<file path="src/inc/port_cfg_defines.vh">
/*
 * Register selectors, port indices, bit positions and reset values of the
 * port configuration and data registers. Assumes inclusion by bare name.
 */
`ifndef PORT_CFG_DEFINES_VH
`define PORT_CFG_DEFINES_VH

// Address layout: upper nibble picks the register kind, lower the port
`define SEL_HI        7
`define SEL_LO        4
`define PRT_HI        3
`define PRT_LO        0

`define REG_DIN       4'h0
`define REG_DOUT      4'h1
`define REG_DIR       4'h2
`define REG_DRIVE     4'h3
`define REG_CTRL      4'h4
`define REG_CELL      4'h5
`define REG_MASK      4'h6
`define REG_MAP       4'h7
`define REG_EOUT      4'h8

`define PORT_A        4'h0
`define PORT_B        4'h1
`define PORT_C        4'h2
`define PORT_D        4'h3
`define PORT_E        4'h4
`define PORT_F        4'h5
`define PORT_G        4'h6

`define NUM_PORTS     7
`define PIN_BITS      56
`define CELL_BITS     16

`define CFG_RESET     8'h00
`define CELL_RESET    16'h0000
`define FULL_MASK     8'hff
`define NONE_MASK     8'h00
`define PORT_D_MASK   8'h0f
`define PERIPH_BIT    7
`define JTAG_TDO_BIT  3
`define BOOT_DEFAULT  16'h0000

`endif

</file>
<file path="src/design/port_config_and_data_regs.v">
/*
 * Configurable I/O port logic: per-port function select, direction and
 * drive select registers, data in/out, output logic cells with load mask,
 * data port, peripheral buffer and boot pattern modes.
 * Assumes host strobes and pins are synchronous to core_clk.
 */
// Functional notes
// - Data port mode on F and G disables their general-purpose I/O use.
// - Peripheral-mode bit 7 makes port F a tri-state bidirectional data buffer.
// - Peripheral buffer stays tri-state unless a peripheral select term is active.
// - Port E pins are shared with the serial programming port.
// - In boot mode, F and G drive the pattern during reset with no bus cycle.
// - After reset release, F and G stop the pattern and act as data port.
// - Configuration registers are host read/write at fixed offsets.
// - Each configuration bit acts only on the pin of the same index, except peripheral-mode bit 7, which switches all of port F.
// - Control, direction and drive select registers reset to zero.
// - On E, F, G control 0 is host I/O, 1 is address out.
// - Direction 1 makes an output, 0 an input; default input.
// - On A, B, C, F output if direction or enable term is 1.
// - Port D direction implements only four low bits.
// - Drive select 1 gives open drain where supported, else push-pull.
// - Drive select 1 gives fast slew where slew control exists.
// - Open drain on A, B, E, G, D[3:0]; slew on C, F.
// - Reading the input data register returns live pin levels.
// - Output data register holds writes, drives output pins, reads back.
// - Logic cells are host addressed; reads return outputs, writes load unmasked.
// - Mask bit 1 blocks host load of its cell; masks reset to zero.
// - E, F, G drive address only with control set and either enable term or direction.
`timescale 1ns/1ns
`default_nettype none
`include "port_cfg_defines.vh"

module port_config_and_data_regs #(
    parameter [15:0] BOOT_PATTERN = `BOOT_DEFAULT
) (
    input  wire        core_clk,
    input  wire        rst,
    input  wire        ioSel,
    input  wire        hostRd,
    input  wire        hostWr,
    input  wire [7:0]  hostAddr,
    input  wire [7:0]  hostWrData,
    output reg  [7:0]  hostRdData,
    input  wire [55:0] pinIn,
    output reg  [55:0] pinOut_ff,
    output reg  [55:0] pinOe_ff,
    output reg  [15:0] slewFast_ff,
    input  wire [55:0] oeTerm,
    input  wire [15:0] latchedAddr,
    input  wire [15:0] cellNext,
    input  wire [15:0] cellLoad,
    input  wire [15:0] cellRoute,
    output reg  [15:0] cellOut_ff,
    input  wire        dataPortMode,
    input  wire        busDrive,
    input  wire [15:0] memRdData,
    input  wire        periph_select_a,
    input  wire        periph_select_b,
    input  wire        jtagEn,
    input  wire        jtagTdo,
    input  wire        jtagTdoOe,
    input  wire        bootPatternMode,
    input  wire        mcuRst,
    input  wire        busCycle
);
    reg  [55:0] pinFunction_ff;
    reg  [55:0] pinDirection_ff;
    reg  [55:0] pinDrive_ff;
    reg  [55:0] pinOutValue_ff;
    reg  [15:0] loadBlock_ff;
    reg  [7:0]  memMapping_ff;
    reg  [55:0] nxtPinOut;
    reg  [55:0] nxtPinOe;
    wire [55:0] sliceOut;
    wire [55:0] sliceOe;
    wire [3:0]  regSel;
    wire [3:0]  portSel;
    wire        wrEn;
    wire        rdEn;
    wire        periphOn;
    wire        periphAct;
    wire        bootDrive;
    integer     i;
    integer     j;
    integer     k;

    assign regSel    = hostAddr[`SEL_HI:`SEL_LO];
    assign portSel   = hostAddr[`PRT_HI:`PRT_LO];
    assign wrEn      = ioSel & hostWr;
    assign rdEn      = ioSel & hostRd;
    assign periphOn  = memMapping_ff[`PERIPH_BIT];
    assign periphAct = periphOn & (periph_select_a | periph_select_b);
    assign bootDrive = bootPatternMode & mcuRst & ~busCycle;

    // Bits a port really has for a register kind; the rest read zero
    function [7:0] implMask;
        input [3:0] kind;
        input [3:0] prt;
        begin
            case (kind)
                `REG_DIN, `REG_DOUT, `REG_EOUT:
                    implMask = (prt == `PORT_D) ? `PORT_D_MASK : `FULL_MASK;
                `REG_DIR, `REG_DRIVE:
                    implMask = (prt == `PORT_D) ? `PORT_D_MASK
                                                : `FULL_MASK;
                `REG_CTRL:
                    implMask = (prt == `PORT_E || prt == `PORT_F ||
                                prt == `PORT_G) ? `FULL_MASK : `NONE_MASK;
                `REG_CELL, `REG_MASK:
                    implMask = (prt == `PORT_A || prt == `PORT_B) ?
                               `FULL_MASK : `NONE_MASK;
                `REG_MAP:
                    implMask = (prt == `PORT_A) ? `FULL_MASK : `NONE_MASK;
                default:
                    implMask = `NONE_MASK;
            endcase
        end
    endfunction

    // Drive select means open drain on these ports, slew rate elsewhere
    function isOdPort;
        input integer prt;
        begin
            isOdPort = (prt == `PORT_A || prt == `PORT_B || prt == `PORT_D ||
                        prt == `PORT_E || prt == `PORT_G);
        end
    endfunction

    function usesOeTerm;
        input integer prt;
        begin
            usesOeTerm = (prt == `PORT_A || prt == `PORT_B ||
                          prt == `PORT_C || prt == `PORT_F);
        end
    endfunction

    // Configuration and data registers
    always @(posedge core_clk or posedge rst) begin
        if (rst) begin
            pinFunction_ff  <= {`NUM_PORTS{`CFG_RESET}};
            pinDirection_ff <= {`NUM_PORTS{`CFG_RESET}};
            pinDrive_ff     <= {`NUM_PORTS{`CFG_RESET}};
            pinOutValue_ff  <= {`NUM_PORTS{`CFG_RESET}};
            memMapping_ff   <= `CFG_RESET;
        end else if (wrEn) begin
            for (i = 0; i < `NUM_PORTS; i = i + 1) begin
                if (portSel == i[3:0]) begin
                    case (regSel)
                        `REG_CTRL:
                            pinFunction_ff[i*8 +: 8] <= hostWrData &
                                implMask(`REG_CTRL, i[3:0]);
                        `REG_DIR:
                            pinDirection_ff[i*8 +: 8] <= hostWrData &
                                implMask(`REG_DIR, i[3:0]);
                        `REG_DRIVE:
                            pinDrive_ff[i*8 +: 8] <= hostWrData &
                                implMask(`REG_DRIVE, i[3:0]);
                        `REG_DOUT:
                            pinOutValue_ff[i*8 +: 8] <= hostWrData &
                                implMask(`REG_DOUT, i[3:0]);
                        default: ;
                    endcase
                end
            end
            if (regSel == `REG_MAP && portSel == `PORT_A) begin
                memMapping_ff <= hostWrData;
            end
        end
    end

    // Output logic cells; an unmasked host write beats the array load
    always @(posedge core_clk or posedge rst) begin
        if (rst) begin
            cellOut_ff   <= `CELL_RESET;
            loadBlock_ff <= `CELL_RESET;
        end else begin
            for (k = 0; k < `CELL_BITS; k = k + 1) begin
                if (wrEn && regSel == `REG_CELL && portSel == k[6:3] &&
                    !loadBlock_ff[k]) begin
                    cellOut_ff[k] <= hostWrData[k % 8];
                end else if (cellLoad[k]) begin
                    cellOut_ff[k] <= cellNext[k];
                end
            end
            if (wrEn && regSel == `REG_MASK) begin
                if (portSel == `PORT_A)
                    loadBlock_ff[7:0] <= hostWrData;
                else if (portSel == `PORT_B)
                    loadBlock_ff[15:8] <= hostWrData;
            end
        end
    end

    // Per-port output selection
    genvar p;
    generate
        for (p = 0; p < `NUM_PORTS; p = p + 1) begin : g_port
            wire [7:0] forceOe;
            wire [7:0] forceData;
            wire       forceEn;
            wire [7:0] odBits;
            wire [7:0] addrBits;
            wire [7:0] cellBits;
            wire [7:0] routeBits;

            assign odBits = isOdPort(p) ?
                pinDrive_ff[p*8 +: 8] & implMask(`REG_DRIVE, p) : `NONE_MASK;
            assign addrBits = (p == `PORT_G) ? latchedAddr[15:8]
                                             : latchedAddr[7:0];
            assign cellBits  = (p == `PORT_B) ? cellOut_ff[15:8] : cellOut_ff[7:0];
            assign routeBits = (p == `PORT_A) ? cellRoute[7:0] :
                               (p == `PORT_B) ? cellRoute[15:8] : `NONE_MASK;

            if (p == `PORT_F || p == `PORT_G) begin : g_bus
                wire [7:0] busByte;
                wire [7:0] bootByte;
                wire [7:0] modeOe;
                assign busByte  = (p == `PORT_G) ? memRdData[15:8] : memRdData[7:0];
                assign bootByte = (p == `PORT_G) ? BOOT_PATTERN[15:8]
                                                 : BOOT_PATTERN[7:0];
                // Data port: pins are the host data bus, no GPIO at all
                assign modeOe = bootDrive ? `FULL_MASK :
                                dataPortMode ? {8{busDrive}} :
                                (p == `PORT_F && periphAct && hostWr) ?
                                    `FULL_MASK : `NONE_MASK;
                // Pattern ends with mcuRst, handing back to data port
                assign forceEn = bootDrive | dataPortMode |
                                 (p == `PORT_F && periphOn);
                assign forceOe = modeOe;
                assign forceData = bootDrive ? bootByte :
                                   dataPortMode ? busByte : hostWrData;
            end else if (p == `PORT_E) begin : g_jtag
                // Programming never overlaps normal use, so pins are shared
                assign forceEn = jtagEn;
                assign forceOe = {{(7-`JTAG_TDO_BIT){1'b0}}, jtagTdoOe,
                                  {`JTAG_TDO_BIT{1'b0}}};
                assign forceData = {{(7-`JTAG_TDO_BIT){1'b0}}, jtagTdo,
                                    {`JTAG_TDO_BIT{1'b0}}};
            end else begin : g_plain
                assign forceEn   = 1'b0;
                assign forceOe   = `NONE_MASK;
                assign forceData = `NONE_MASK;
            end

            pin_drive_slice u_slice (
                .dataOut    (pinOutValue_ff[p*8 +: 8]),
                .dirBits    (pinDirection_ff[p*8 +: 8]),
                .oeTerm     (oeTerm[p*8 +: 8] & implMask(`REG_DIR, p)),
                .oeTermUsed (usesOeTerm(p)),
                .ctrlBits   (pinFunction_ff[p*8 +: 8]),
                .addrBits   (addrBits),
                .cellBits   (cellBits),
                .cellRoute  (routeBits),
                .openDrain  (odBits),
                .forceEn    (forceEn),
                .forceOe    (forceOe),
                .forceData  (forceData),
                .nxtOut     (sliceOut[p*8 +: 8]),
                .nxtOe      (sliceOe[p*8 +: 8])
            );
        end
    endgenerate

    always @* begin
        nxtPinOut = sliceOut;
        nxtPinOe  = sliceOe;
    end

    always @(posedge core_clk or posedge rst) begin
        if (rst) begin
            pinOut_ff   <= {`NUM_PORTS{`CFG_RESET}};
            pinOe_ff    <= {`NUM_PORTS{`CFG_RESET}};
            slewFast_ff <= {`CFG_RESET, `CFG_RESET};
        end else begin
            pinOut_ff   <= nxtPinOut;
            pinOe_ff    <= nxtPinOe;
            slewFast_ff <= {pinDrive_ff[`PORT_F*8 +: 8],
                            pinDrive_ff[`PORT_C*8 +: 8]};
        end
    end

    // Register read path, combinational within the read cycle
    always @* begin
        hostRdData = `NONE_MASK;
        if (rdEn) begin
            for (j = 0; j < `NUM_PORTS; j = j + 1) begin
                if (portSel == j[3:0]) begin
                    case (regSel)
                        `REG_DIN:   hostRdData = pinIn[j*8 +: 8];
                        `REG_DOUT:  hostRdData = pinOutValue_ff[j*8 +: 8];
                        `REG_DIR:   hostRdData = pinDirection_ff[j*8 +: 8];
                        `REG_DRIVE: hostRdData = pinDrive_ff[j*8 +: 8];
                        `REG_CTRL:  hostRdData = pinFunction_ff[j*8 +: 8];
                        `REG_EOUT:  hostRdData = pinOe_ff[j*8 +: 8];
                        default:    hostRdData = `NONE_MASK;
                    endcase
                    hostRdData = hostRdData & implMask(regSel, j[3:0]);
                end
            end
            if (regSel == `REG_CELL && portSel == `PORT_A)
                hostRdData = cellOut_ff[7:0];
            if (regSel == `REG_CELL && portSel == `PORT_B)
                hostRdData = cellOut_ff[15:8];
            if (regSel == `REG_MASK && portSel == `PORT_A)
                hostRdData = loadBlock_ff[7:0];
            if (regSel == `REG_MASK && portSel == `PORT_B)
                hostRdData = loadBlock_ff[15:8];
            if (regSel == `REG_MAP && portSel == `PORT_A)
                hostRdData = memMapping_ff;
        end else if (hostRd && periphAct) begin
            hostRdData = pinIn[`PORT_F*8 +: 8];
        end
    end
endmodule // port_config_and_data_regs

`default_nettype wire

</file>
<file path="src/design/pin_drive_slice.v">
/*
 * Output selection for one 8-pin port: host I/O, latched address out,
 * logic cell outputs, forced modes and open-drain shaping.
 * Assumes the caller registers the results before they reach the pins.
 */
`timescale 1ns/1ns
`default_nettype none
`include "port_cfg_defines.vh"

module pin_drive_slice (
    input  wire [7:0] dataOut,
    input  wire [7:0] dirBits,
    input  wire [7:0] oeTerm,
    input  wire       oeTermUsed,
    input  wire [7:0] ctrlBits,
    input  wire [7:0] addrBits,
    input  wire [7:0] cellBits,
    input  wire [7:0] cellRoute,
    input  wire [7:0] openDrain,
    input  wire       forceEn,
    input  wire [7:0] forceOe,
    input  wire [7:0] forceData,
    output reg  [7:0] nxtOut,
    output reg  [7:0] nxtOe
);
    reg [7:0] oeTermEff;
    reg [7:0] rawOut;
    reg [7:0] rawOe;
    integer   b;

    always @* begin
        oeTermEff = oeTermUsed ? oeTerm : `NONE_MASK;
        rawOut    = `NONE_MASK;
        rawOe     = `NONE_MASK;
        for (b = 0; b < 8; b = b + 1) begin
            if (ctrlBits[b]) begin
                rawOut[b] = addrBits[b];
                rawOe[b]  = oeTerm[b] | dirBits[b];
            end else begin
                rawOut[b] = cellRoute[b] ? cellBits[b] : dataOut[b];
                rawOe[b]  = dirBits[b] | oeTermEff[b];
            end
        end
        if (forceEn) begin
            nxtOut = forceData;
            nxtOe  = forceOe;
        end else begin
            // Open drain only ever pulls low; a high is left to the pull-up
            nxtOut = rawOut & ~openDrain;
            nxtOe  = rawOe & ~(openDrain & rawOut);
        end
    end
endmodule // pin_drive_slice

`default_nettype wire

</file>
<file path="config.mk">
export PLATFORM = sky130hd
export DESIGN_NAME = port_config_and_data_regs
export DESIGN_NICKNAME = d
export VERILOG_FILES = /design/src/design/port_config_and_data_regs.v /design/src/design/pin_drive_slice.v
export VERILOG_INCLUDE_DIRS = /design/src /design/src/inc
export SDC_FILE = /design/constraint.sdc
export NUM_CORES = 1
export LEC_CHECK = 0
export BUFFER_PORTS_ARGS = -buffer_cell sky130_fd_sc_hd__buf_2
export CAP_MARGIN = 20
export CORE_MARGIN = 5
export CORE_UTILIZATION = 40
export DETAILED_ROUTE_END_ITERATION = 10
export GPL_ROUTABILITY_DRIVEN = 0
export HOLD_SLACK_MARGIN = 0.05
export SYNTH_ARGS = -nofsm -noshare
export SYNTH_HDL_FRONTEND = slang
export SYNTH_SLANG_ARGS = --single-unit
</file>
<file path="constraint.sdc">
create_clock -name core_clk -period 12 [get_ports core_clk]
set_clock_uncertainty 0.2 [all_clocks]
set_input_delay 0.6 -clock core_clk [delete_from_list [all_inputs] [get_ports core_clk]]
set_output_delay 0.6 -clock core_clk [all_outputs]
set_load 0.005 [all_outputs]
</file>
## After elaboration in Yosys (flattened, before gate mapping)

Memory sizes are Yosys's and may differ from the RTL's.
Index checks and enable logic that the tools add are counted.

- Bits in registers: 392
- Memory bits (read-only): 832
- Input port bits: 223
- Output and inout port bits: 152
- Word-level logic and storage cells: 537
- Memories kept: 7

- Equality and inequality tests: 14
- Mux-type cells: 252
- Bitwise gates (word level): 122
- Reductions and logical operators: 92

Memories:

| memory | depth | width | rd ports | clocked after memory_dff | wr ports | line | RTL |
|---|---|---|---|---|---|---|---|
| (no name shown) | 16 | 8 | 1 | 0 | 0 | port_config_and_data_regs.v:100 | `case (kind)` |
| (no name shown) | 16 | 8 | 1 | 0 | 0 | port_config_and_data_regs.v:100 |  |
| (no name shown) | 16 | 8 | 1 | 0 | 0 | port_config_and_data_regs.v:100 |  |
| (no name shown) | 16 | 8 | 1 | 0 | 0 | port_config_and_data_regs.v:100 |  |
| (no name shown) | 16 | 8 | 1 | 0 | 0 | port_config_and_data_regs.v:100 |  |
| (no name shown) | 16 | 8 | 1 | 0 | 0 | port_config_and_data_regs.v:100 |  |
| 1 more memories | -- | -- | -- | -- | -- | -- |  |

Operators by type and width:

| operator | count |
|---|---|
| 8-bit two-way mux | 121 |
| 8-bit bitwise AND | 49 |
| 8-bit case mux with 6 select lines | 7 |
| 1-bit two-way mux | 124 |
| 3-bit AND reduction | 29 |
| 8-bit inverter | 9 |
| 1-bit OR | 55 |
| 2-bit nonzero test | 16 |
| 4-bit by 3-bit equality test with 1-bit output, second input constant | 7 |
| 1-bit logical AND | 27 |
| 4-bit by 2-bit equality test with 1-bit output, second input constant | 4 |
| 1-bit zero test | 16 |
| 4-bit by 8-bit bitwise AND with 8-bit output | 1 |
| 4-bit by 1-bit equality test with 1-bit output, second input constant | 2 |
| 4-bit zero test | 2 |
| 4-bit inverter with 8-bit output | 1 |
| 1-bit bitwise AND | 5 |
| 4-bit equality test, second input constant | 1 |
| 2-bit AND reduction | 2 |
| 1-bit inverter | 2 |

## Logic depth before layout (Yosys ltp)

- Depth after elaboration: 18
- Depth in mapped cells: 11
- Gate-level depth less buffers: 8

## Hierarchy

Synthesis repeated with hierarchy kept, for this count alone.

- Cell total of the unflattened synthesis: 1,841
- Area, all modules: 19,203.4 µm²

By module, submodules not included:

| module | instances | cells each | area each (µm²) | sequential area each (µm²) |
|---|---|---|---|---|
| port_config_and_data_regs | 1 | 1,204 | 15,122.0 | 8,708.4 |
| pin_drive_slice | 7 | 91 | 583.1 | 0.0 |

## Worst setup path before layout

No wires, ideal clock.

- Path type: input to output
- Start: input hostAddr[4]
- End: output hostRdData[3]
- Arrival time: 2.206 ns
- Required time: 11.200 ns
- Setup slack: 8.994 ns
- Stages on the path: 11
- Buffers on the path: 3
- Cells stage by stage: inv_1 -> ha_1 -> clkbuf_1 -> buf_2 -> buf_2 -> a222oi_1 -> nor2_1 -> a311oi_1 -> o22ai_1 -> o31ai_1 -> nand3_1

- Longest elaborated chain between the ends: 18
- Elaborated cells between the ends (all ways): 76
- Those cells by class: eq/ne (8); mux (48); bitwise (7); reduce/logical (6); memory (7)

Ends and longest elaborated chain:

| element | line | RTL |
|---|---|---|
| from (decl) | port_config_and_data_regs.v:41 | `input wire [7:0] hostAddr,` |
| branches (longest 16 deep; another with memory 16 x 8 bit) | -- |  |
| 8-bit two-way mux * | port_config_and_data_regs.v:308 | `` if (regSel == `REG_MAP && portSel == `PORT_A) `` |
| 8-bit two-way mux * | port_config_and_data_regs.v:285 | `if (rdEn) begin` |
| to (decl) | port_config_and_data_regs.v:43 | `output reg [7:0] hostRdData,` |

Every way passes the cells marked *. The select of a mux whose other input is x is not followed.

## Worst setup path in the final report

- Start: input hostAddr[4]
- End: output hostRdData[4]

Same word-level chain as after synthesis.

==> flow_metrics.py <==
metrics = {
    "outcome": {
        "outcome": "completed",
    },
    "yosys": {
        "synth_edf_count": 0,
        "synth_area_leader_cell": "dfrtp_1",
        "seq_area_frac_synth_pct": 52.36,
        "synth_top_cell_area_share_pct": 52.36,
        "synth_seq_cells": 340,
        "ys.flop_type": "dfrtp_1",
        "yosysWarningCount": 0,
        "synth_area_mm2": 0.01625,
        "synthArstFlopShare_pct": 100.0,
        "synth.distinct_cells": 71,
        "synth.most_common_cell": "dfrtp_1",
        "synth_common_cells": "dfrtp_1 (340), mux2_2 (199), nor2_1 (108), a21oi_1 (102), nand2_1 (99)",
        "synth.area.top_cells": "dfrtp_1 (52%), mux2_2 (14%), mux2i_1 (3.8%)",
        "syn_inst": 1443,
        "synth.avg_cell_area_um2": 11.26,
    },
    "sta": {
        "worst_pin_slew_ps": 929.8,
        "drv_slew": 0,
        "hold_violations": 0,
        "setup_viol": 0,
        "timing.final.crit_share_pct": 43.34,
        "fmax_ghz": 0.1923,
        "finalWorstSetupSlack_ps": 6799,
        "rsz0062_at_grt": "no",
        "tns_ps": 0,
        "period_needed_ps": 5201,
        "max-slew-margin-rel_pct": 37.55,
    },
    "hold_path": {
        "min_path_type": "in -> reg",
        "hold_end": "pinOe_ff[9]",
        "hp-start": "oeTerm[9]",
        "holdPathStages": 2,
    },
    "global_routing": {
        "track_usage_pct": 27.33,
        "overflow": 0,
        "grt_max_degree": 156,
        "grt_pass1_wl_um": 91140,
        "grt_pass1_vias": 13780,
        "antenna_found_initial": 8,
    },
    "clock_network": {
        "cts.reportedPaths.clkPinSlew_ps": 60,
        "cts_root_buffer": "clkbuf_16",
        "clock_latency_ps": 560,
        "cts_tree": "done",
        "cts_made_buffers": 39,
        "clockBufferDepth": 3,
        "cts-htree-levels": 2,
        "clock_sinks": 340,
    },
    "floorplanning": {
        "num_io_pins": 375,
        "die_height_um": 211.5,
        "die_x_um": 211.5,
        "die_area_mm2": 0.04475,
        "core-area_mm2": 0.04001,
        "start_util_pct": 40.61,
        "num_rows": 73,
    },
    "route": {
        "viasPerCell": 5.858,
        "drt_iter0_drc": 1198,
        "drcViolationCount": 0,
        "wl_um": 63020,
        "num_vias": 13630,
        "first_pass_iters": 9,
        "ant_nets": 0,
        "avgRoutedWirePerCell_um": 27.08,
    },
    "pwr": {
        "power.total_mw": 2.735,
        "power_density_mw_per_mm2": 138.2,
        "p_leak_nw": 9.595,
        "irDropWorstVdd_mv": 0.1158,
    },
    "place": {
        "place_worst_setup_slack_ps": 6939,
        "io_buffers": 354,
        "dp_hpwl_um": 43790,
    },
    "final_layout": {
        "drive_gt1_share_pct": 37.95,
        "area.growth.synth_to_final_pct": 21.81,
        "nNetsFinal": 1997,
    },
    "critical_path": {
        "crit_path_end_kind": "output port",
        "r2r-end": "pinOut_ff[41]",
        "crit_chain": "buf_2 > inv_1 > ha_2 > buf_4 > buf_4 > clkinv_1 > o21ai_0 > nand2_2 > o211ai_1 > a311oi_1 > o21ai_1 > buf_2",
        "cp_slowest_cell": "clkinv_1",
        "startpoint": "hostAddr[4]",
        "critical_path.max_fanout": 37,
        "reg2reg_slack_ps": 10270,
        "worstPathRequired_ps": 11200,
        "worstSetupPathType": "in -> out",
        "reg2reg_from": "pinFunction_ff[41]",
        "arrival_ps": 4400,
        "ff2ff_path_depth": 6,
        "cpPeakStageDelay_ps": 730,
        "cp-start-kind": "primary input",
    },
    "job": {
        "max_cap_viol_count": 0,
    },
}
[layout make-up]
type / count / area (µm²)
sequential: 340 / 8508
clock buffer: 55 / 1106
tap: 525 / 656.9
antenna: 5 / 12.51
fill: 3640 / 20210
inverter: 27 / 108.9
multi-input combinational: 982 / 7201
clock inverter: 13 / 196.4
timing repair buffer: 380 / 2002
[critical path: cells and delay by family]
| kind | cells | cell delay [ps] |
|---|---|---|
| buffers and inverters | 6 | 2050 |
| AOI/OAI and AO/OA | 4 | 1360 |
| and+or+nand+nor | 1 | 180 |
| adders and majority gates | 1 | 160 |
[layout by cell type, fill, tap and decap left out, types with 7 or more instances in the layout]
cell and instances:
buf_2 355, conb_1 8, a21oi_1 102, nor2b_1 9
a211oi_1 10, nand2_1 99, clkbuf_1 9, a222oi_1 23
o22ai_1 26, mux2i_1 62, clkbuf_8 7, dlygate4sd3_1 10
o211ai_1 8, a22oi_1 53, nor2_2 18, o21ai_0 69
nand3_1 15, o22a_1 18, buf_4 14, nor3b_1 8
nand3b_1 7, or2_2 9, o221ai_1 9, a22o_1 13
mux2_2 199, clkbuf_16 39, dfrtp_1 340, inv_1 25
a211o_1 9, nor2_1 108
[routing by layer]
layer  track usage, %  up-vias  part of all wire, %
met2            42.67      730                   46
met1            37.24     6809                   41
met3            6.283      136                  9.2
li1                 -     5951                    -
met4            10.57        6                  4.1
met5                0        -                0.062
[state kept, by name (all words and copies together), names as in the netlist]
register and cells:
pinOutValue_ff 52, pinFunction_ff 24, slewFast_ff 16, memMapping_ff 8
pinDirection_ff 52, pinOut_ff 52, cellOut_ff 16, loadBlock_ff 16
pinDrive_ff 52, pinOe_ff 52
[stage by stage]
step,hold WS (ps),instances,util [%],instance area (µm²)
detailed placement,188.4,2243,45.92,18370
global placement,182.8,2243,45.92,18370
finish,75.34,2327,49.47,19790
floorplan,169.2,1450,-,16270
CTS,53.08,2321,49.43,19770
global route,64.65,2325,49.46,19790
[logic make-up after synthesis]
| group | after synthesis | synth area share, % |
|---|---|---|
| muxes | 265 | 17.89 |
| DFF | 340 | 52.36 |
| buffers and inverters | 128 | 3.542 |
| and+or+nand+nor | 313 | 9.518 |
| AOI/OAI and AO/OA | 392 | 16.36 |
| adders and majority gates | 4 | 0.3080 |
| other | 1 | 0.02308 |
[how the worst max path moves through the flow]
stage                          endpoint  slack, ps  cells after the start
after floorplan           cellOut_ff[0]       1780                      1
after global placement    hostRdData[4]       7060                     12
after global routing      hostRdData[4]       6690                     12
after CTS                 hostRdData[4]       6950                     12
after detailed placement  hostRdData[4]       6940                     12
final                     hostRdData[4]       6800                     12
[repair_timing]
action	in CTS	in global routing
endpoints found under the hold margin	11	0
endpoints found under the setup margin	0	0
buffers inserted	0	0
resized for setup	0	0
hold buffers	10	0
[report_power, final]
part / switching (mW) / internal (mW) / leakage [nW]
combinational: 0.172 / 0.104 / 4.44
sequential: 0.0406 / 1.19 / 4.52
clock: 0.480 / 0.748 / 0.640
Note: power is estimated with default switching activity, not from simulation.
